**src/core/bbfh_cfg.svh**
```systemverilog
// Purpose: Constants for the boot-block flash host controller
// Assumes: 100 MHz ref_clk, flash pins driven through level buffers
// Notes:   Supply and unlock levels are logic enables to external switches
`ifndef BBFH_CFG_SVH
`define BBFH_CFG_SVH
`define BBFH_CMD_ERASE_SETUP 8'h20
`define BBFH_CMD_WRITE_SETUP 8'h40
`define BBFH_CMD_ERASE_CONF  8'hd0
`define BBFH_CMD_READ_ARRAY  8'hff
`define BBFH_CLK_NS          10
`define BBFH_SETUP_NS        120
`define BBFH_PHASE_CYC       ((`BBFH_SETUP_NS + `BBFH_CLK_NS - 1) / `BBFH_CLK_NS)
`define BBFH_CNT_W           4
`define BBFH_RST_HOLD_NS     100
`define BBFH_RST_CYC         ((`BBFH_RST_HOLD_NS + `BBFH_CLK_NS - 1) / `BBFH_CLK_NS)
`endif

```
**src/core/bbfh_pkg.sv**
```systemverilog
// Purpose: Types for the boot-block flash host controller
// Assumes: Used with bbfh_cfg.svh
// Notes:   None
package bbfh_pkg;
	typedef enum logic [2:0] {
		BBFH_OP_READ   = 3'b000,
		BBFH_OP_ERASE  = 3'b001,
		BBFH_OP_WRITE  = 3'b010,
		BBFH_OP_ARRAY  = 3'b011,
		BBFH_OP_IDENT  = 3'b100,
		BBFH_OP_RESET  = 3'b101
	} bbfh_op_t;
	typedef enum logic [2:0] {
		BBFH_IDLE   = 3'b000,
		BBFH_SETUP  = 3'b001,
		BBFH_ASSERT = 3'b010,
		BBFH_RELEASE = 3'b011,
		BBFH_GAP    = 3'b100,
		BBFH_PRST   = 3'b101
	} bbfh_state_t;
endpackage

```
**src/core/bbfh_host.sv**
```systemverilog
// Purpose: Host-side bus controller driving a boot-block flash
// Assumes: One request at a time; device pins synchronous to ref_clk
// Notes:   Supply and unlock outputs switch external 12 V circuits
`timescale 1ns/1ps
`include "bbfh_cfg.svh"
module bbfh_host
	import bbfh_pkg::*;
(
	input  wire logic        ref_clk,
	input  wire logic        sys_rst,
	input  wire logic        req_valid,
	input  wire bbfh_op_t    req_op,
	input  wire logic [18:0] req_addr,
	input  wire logic [15:0] req_wdata,
	input  wire logic        req_byte,
	input  wire logic        req_boot,
	output logic             req_ready,
	output logic             rsp_valid,
	output logic [15:0]      rsp_rdata,
	output logic             chip_sel_n,
	output logic             out_en_n,
	output logic             wr_strobe_n,
	output logic             width_word,
	output logic             reset_n,
	output logic             boot_unlock_en,
	output logic             program_supply_en,
	output logic             identify_en,
	output logic [17:0]      address_inputs,
	input  wire logic [15:0] dq_in,
	output logic [15:0]      dq_out,
	output logic [15:0]      dq_oe_n
);
	bbfh_state_t            state_ff;
	bbfh_op_t               op_ff;
	logic [`BBFH_CNT_W-1:0] cnt_ff;
	logic                   second_ff;
	logic                   byte_ff;
	logic                   boot_ff;
	logic [18:0]            addr_ff;
	logic [15:0]            wdata_ff;
	logic                   two_cycle;
	logic                   is_read;
	logic                   phase_done;
	logic [7:0]             first_cmd;
	logic                   change_cyc;

	assign two_cycle  = (op_ff == BBFH_OP_ERASE) || (op_ff == BBFH_OP_WRITE);
	assign is_read    = (op_ff == BBFH_OP_READ) || (op_ff == BBFH_OP_IDENT);
	assign phase_done = (cnt_ff == `BBFH_CNT_W'(`BBFH_PHASE_CYC - 1));
	assign change_cyc = two_cycle && second_ff;
	always_comb begin
		unique case (op_ff)
			BBFH_OP_ERASE: first_cmd = `BBFH_CMD_ERASE_SETUP;
			BBFH_OP_WRITE: first_cmd = `BBFH_CMD_WRITE_SETUP;
			default:       first_cmd = `BBFH_CMD_READ_ARRAY;
		endcase
	end

	// Sequencer; setup, assert and release phases last the same count for simplicity
	always_ff @(posedge ref_clk or posedge sys_rst) begin
		if (sys_rst) begin
			state_ff  <= BBFH_IDLE;
			cnt_ff    <= '0;
			second_ff <= 1'b0;
		end else begin
			unique case (state_ff)
				BBFH_IDLE: begin
					cnt_ff    <= '0;
					second_ff <= 1'b0;
					if (req_valid)
						state_ff <= (req_op == BBFH_OP_RESET) ? BBFH_PRST : BBFH_SETUP;
				end
				BBFH_SETUP, BBFH_ASSERT: begin
					cnt_ff <= phase_done ? '0 : cnt_ff + 1'b1;
					if (phase_done)
						state_ff <= (state_ff == BBFH_SETUP) ? BBFH_ASSERT : BBFH_RELEASE;
				end
				BBFH_RELEASE: begin
					cnt_ff <= phase_done ? '0 : cnt_ff + 1'b1;
					if (phase_done)
						state_ff <= BBFH_GAP;
				end
				BBFH_GAP: begin
					// Erase or write setup is followed at once by its confirm or data cycle
					if (two_cycle && !second_ff) begin
						second_ff <= 1'b1;
						state_ff  <= BBFH_SETUP;
					end else begin
						state_ff <= BBFH_IDLE;
					end
				end
				BBFH_PRST: begin
					cnt_ff <= cnt_ff + 1'b1;
					if (cnt_ff == `BBFH_CNT_W'(`BBFH_RST_CYC - 1))
						state_ff <= BBFH_IDLE;
				end
				default: state_ff <= BBFH_IDLE;
			endcase
		end
	end

	always_ff @(posedge ref_clk or posedge sys_rst) begin
		if (sys_rst) begin
			op_ff    <= BBFH_OP_READ;
			addr_ff  <= '0;
			wdata_ff <= '0;
			byte_ff  <= 1'b0;
			boot_ff  <= 1'b0;
		end else if (state_ff == BBFH_IDLE && req_valid) begin
			op_ff    <= req_op;
			addr_ff  <= req_addr;
			wdata_ff <= req_wdata;
			byte_ff  <= req_byte;
			boot_ff  <= req_boot;
		end
	end

	// Control strobes
	always_ff @(posedge ref_clk or posedge sys_rst) begin
		if (sys_rst) begin
			chip_sel_n  <= 1'b1;
			out_en_n    <= 1'b1;
			wr_strobe_n <= 1'b1;
			reset_n     <= 1'b0;
		end else begin
			reset_n    <= !(state_ff == BBFH_PRST);
			chip_sel_n <= !(state_ff == BBFH_SETUP || state_ff == BBFH_ASSERT);
			out_en_n   <= !(is_read && state_ff == BBFH_ASSERT);
			// Strobe rises a cycle ahead of select, so data still stands
			wr_strobe_n <= !(!is_read && state_ff == BBFH_ASSERT && !phase_done);
		end
	end

	// Supply and unlock levels bracket only the change cycle
	always_ff @(posedge ref_clk or posedge sys_rst) begin
		if (sys_rst) begin
			program_supply_en <= 1'b0;
			boot_unlock_en    <= 1'b0;
			identify_en       <= 1'b0;
		end else begin
			program_supply_en <= change_cyc && state_ff != BBFH_IDLE;
			boot_unlock_en    <= change_cyc && boot_ff && state_ff != BBFH_IDLE;
			identify_en       <= (op_ff == BBFH_OP_IDENT) && state_ff != BBFH_IDLE &&
				state_ff != BBFH_PRST;
		end
	end

	// Address and data pins
	always_ff @(posedge ref_clk or posedge sys_rst) begin
		if (sys_rst) begin
			address_inputs <= '0;
			width_word     <= 1'b1;
			dq_out         <= '0;
			dq_oe_n        <= '1;
		end else begin
			width_word <= !byte_ff;
			if (op_ff == BBFH_OP_IDENT)
				address_inputs <= {17'h00000, addr_ff[0]};
			else
				address_inputs <= byte_ff ? addr_ff[18:1] : addr_ff[17:0];
			dq_oe_n <= '1;
			dq_out  <= '0;
			if (state_ff == BBFH_SETUP || state_ff == BBFH_ASSERT) begin
				if (!is_read && (!two_cycle || !second_ff)) begin
					dq_out  <= {8'h00, first_cmd};
					dq_oe_n <= 16'hff00;
				end else if (change_cyc && op_ff == BBFH_OP_WRITE) begin
					dq_out  <= byte_ff ? {addr_ff[0], 7'h00, wdata_ff[7:0]} : wdata_ff;
					dq_oe_n <= byte_ff ? 16'h7f00 : 16'h0000;
				end else if (change_cyc) begin
					dq_out  <= {8'h00, `BBFH_CMD_ERASE_CONF};
					dq_oe_n <= 16'hff00;
				end else if (is_read && byte_ff && op_ff == BBFH_OP_READ) begin
					dq_out  <= {addr_ff[0], 15'h0000};
					dq_oe_n <= 16'h7fff;
				end
			end
		end
	end

	// Answer
	always_ff @(posedge ref_clk or posedge sys_rst) begin
		if (sys_rst) begin
			rsp_valid <= 1'b0;
			rsp_rdata <= '0;
			req_ready <= 1'b0;
		end else begin
			req_ready <= (state_ff == BBFH_IDLE) && !req_valid;
			// Pin reset ends with an answer too, or the requester would hang
			rsp_valid <= ((state_ff == BBFH_GAP) && !(two_cycle && !second_ff)) ||
				(state_ff == BBFH_PRST && cnt_ff == `BBFH_CNT_W'(`BBFH_RST_CYC - 1));
			if (is_read && state_ff == BBFH_ASSERT && phase_done)
				rsp_rdata <= byte_ff ? {8'h00, dq_in[7:0]} : dq_in;
		end
	end
endmodule

```
**config.mk**
```make
export PLATFORM = sky130hd
export DESIGN_NAME = bbfh_host
export DESIGN_NICKNAME = d
export VERILOG_FILES = /design/src/core/bbfh_pkg.sv /design/src/core/bbfh_host.sv
export VERILOG_INCLUDE_DIRS = /design/src /design/src/core
export SDC_FILE = /design/constraint.sdc
export NUM_CORES = 1
export LEC_CHECK = 0
export ABC_CLOCK_PERIOD_IN_PS = 8600
export BUFFER_PORTS_ARGS = -buffer_cell sky130_fd_sc_hd__buf_2
export CORE_MARGIN = 4
export CORE_UTILIZATION = 25
export CTS_CLUSTER_DIAMETER = 80
export DETAILED_ROUTE_END_ITERATION = 10
export PLACE_DENSITY = 0.46
export SLEW_MARGIN = 20
export SYNTH_ARGS = -nofsm -noshare
export SYNTH_HDL_FRONTEND = slang
export SYNTH_SLANG_ARGS = --single-unit
```
**constraint.sdc**
```tcl
create_clock -name ref_clk -period 8.6 [get_ports ref_clk]
set_clock_uncertainty 0.1 [all_clocks]
set_input_delay 1.29 -clock ref_clk [delete_from_list [all_inputs] [get_ports ref_clk]]
set_output_delay 1.29 -clock ref_clk [all_outputs]
set_load 0.02 [all_outputs]
```
==> flow_metrics.env <==
export IMPL_fin_ws_ns=6.11
export IMPL_num_vias=3073
export IMPL_dieArea_mm2=0.0206
export IMPL_worstSetupPathType="register to primary output"
export IMPL_die_h_um=143
export IMPL_die_w_um=143
export IMPL_n_antenna_cell=0
export IMPL_num_io_pins=135
export IMPL_fmaxAchievable_mhz=401
export IMPL_critPathTopFamily="flip-flops"
export IMPL_cap_viol_max_count=0
export IMPL_grt_pass1_wl_mm=17.1
export IMPL_hold_viol_final=0
export IMPL_antenna_found_initial=2
export IMPL_maxSlewHeadroom_pct=43.4
export IMPL_ctsHoldBuffers=0
export IMPL_syn_cell_area_mm2=0.00458
export IMPL_layout_common_cells="buf_2 (134), dfrtp_1 (104), mux2_2 (42)"
export IMPL_first_pass_iters=4
export IMPL_cts_max_level=3
export IMPL_place_inst=699
export IMPL_fp_coreArea_mm2=0.0180
export IMPL_ant_nets=0
export IMPL_routedWlPerCell_um=14.9
export IMPL_final_common_cell="buf_2"
export IMPL_crit_path_top_delay_cell="dfstp_2"
export IMPL_cp_max_fo=8
export IMPL_grt_overflow=0
export IMPL_dp_slack_ns=5.66
export IMPL_synth_edf_count=0
export IMPL_synth_seq_cells=111
export IMPL_initial_core_util_pct=25.4
export IMPL_rsz0062_at_grt="false"
export IMPL_crit_chain="buf_2"
export IMPL_p_leak_nw=2.72
export IMPL_slew_violations=0
export IMPL_via_per_inst=4.29
export IMPL_finalNetCount=543
export IMPL_setup_violations=0
export IMPL_cts_resized=0
export IMPL_cts_inserted_buffers=9
export IMPL_port_buffers=134
export IMPL_max_stage_delay_ns=0.58
export IMPL_syn_to_final_growth_pct=23.0
export IMPL_yosys_most_used_dff="dfrtp_1"
export IMPL_grt_max_degree=67
export IMPL_cp_num_buf_inv=1
export IMPL_status="completed"
export IMPL_fin_crit_ns=2.49
export IMPL_seq_power_share_pct=44.4
export IMPL_drive_gt1_share_pct=43.3
export IMPL_clock_sinks=111
export IMPL_syn_inst=370
export IMPL_path_clk_slew_ns=0.07
export IMPL_p_comb_share_pct=33.3
export IMPL_power_frac_clock_pct=22.2
export IMPL_worstPathRequired_ns=7.21
export IMPL_clk_latency_ns=0.34
export IMPL_drc=0
export IMPL_internal_power_mw=1.21
export IMPL_fin_crit_sh_pct=29.0
export IMPL_place_gp_congestion=0.717
export IMPL_fin_cells=716
export IMPL_setup_tns_final_ns=0
export IMPL_rows=49
export IMPL_worstHoldPathType="register to register"
export IMPL_synth_warnings=0
export IMPL_crit_path_start_kind="register"
export IMPL_tightest_slew_ns=0.849
export IMPL_crit_arrival_ns=1.10
export IMPL_p_sw_mw=0.693
export IMPL_cts_tree="yes"
export IMPL_synthArstFlopShare_pct=100
export IMPL_drt_iter0_drc=177
export IMPL_end_kind="primary output"
export IMPL_grt_pass1_vias=3256
export IMPL_seq_area_frac_synth_pct=60.8
export IMPL_track_usage_pct=10.7
export IMPL_wl_mm=10.7
export IMPL_hpwlAfterDp_mm=7.40
export IMPL_p_per_area_mw_per_mm2=338
export IMPL_ir_worst_vdd_v=0.000145
export IMPL_clk_path_buf_depth=2
export IMPL_avgSynthCellArea_um2=12.4
export IMPL_synth_distinct_cells=43
export IMPL_clockRootBuffer="clkbuf_16"
export IMPL_cts_setup_buffers=0
export IMPL_syn_num_nets=431
export IMPL_swShare_pct=36.4
## cell usage after synthesis, types with 6 or more instances
master	n	area, um2
buf_6	6	67.6
dfstp_2	7	184
buf_4	15	113
nor2_1	30	113
a21oi_1	14	70.1
mux2i_1	18	180
mux2_2	42	473
and3_1	7	43.8
clkbuf_1	10	37.5
o21ai_0	15	75.1
dfrtp_1	104	2600
inv_1	9	33.8
nand2_1	35	131
## flip-flops by register name (all words and copies together), names as in the netlist, 3 cells and up
signal / count
addr_ff: 19
address_inputs: 18
dq_out: 16
rsp_rdata: 16
wdata_ff: 16
cnt_ff: 4
dq_oe_n: 3
op_ff: 3
state_ff: 3
## routing by layer
layer	part of all wire, %	vias to the layer above	global-route usage [%]	routed length, um
li1	-	1469	-	-
met2	44	106	16.5	4720
met4	1.7	4	4.46	184
met1	45	1478	13.9	4830
met3	8.5	16	3.59	903
met5	0.28	-	0	30
## final timing paths
kind                                   from              to  slack (ns)  cells after the start
worst max-delay path             dq_oe_n[7]      dq_oe_n[5]        6.11                      1
worst min-delay path                boot_ff  boot_unlock_en        0.39                      1
worst max register to register  state_ff[0]    wdata_ff[12]        6.33                      4
worst min register to register      boot_ff  boot_unlock_en        0.39                      1
max in group asynchronous           sys_rst     dq_oe_n[14]        6.28                      3
min in group asynchronous           sys_rst   rsp_rdata[11]        1.01                      2
## stage by stage
step | hold WS [ns] | cell area (um2) | total power, mW | utilization (%)
finish | 0.393 | 5640 | 1.91 | 31.3
global route | 0.406 | 5640 | 2.05 | 31.3
CTS | 0.389 | 5620 | 1.94 | 31.2
detailed placement | 0.371 | 5320 | 1.50 | 29.5
global placement | 0.363 | 5320 | 1.49 | 29.5
floorplan | 0.349 | 4580 | 1.33 | -
## kinds of logic after synthesis
family	share of synthesized area [%]
XOR/XNOR	0.765
flip-flops	60.8
AND/OR/NAND/NOR	10.2
multiplexers	15.6
buffers and inverters	6.01
AO/OA/AOI/OAI	6.06
adder cells (fa/ha/maj)	0.546
## power by group through the flow
stage	clock network [mW]	logic (mW)	registers [mW]
finish	0.424	0.635	0.847
global route	0.468	0.708	0.873
CTS	0.445	0.650	0.849
detailed placement	0	0.647	0.857
global placement	0	0.640	0.852
floorplan	0	0.430	0.896
## layout make-up
class / count / area (um2)
Clock inverter: 5 / 56.3
Fill cell: 1877 / 12400
Multi-Input combinational cell: 214 / 1520
Tap cell: 229 / 287
Clock buffer: 11 / 243
Sequential cell: 111 / 2790
Timing Repair Buffer: 137 / 706
Inverter: 9 / 36.3
Power figures use the tool's default switching activity.
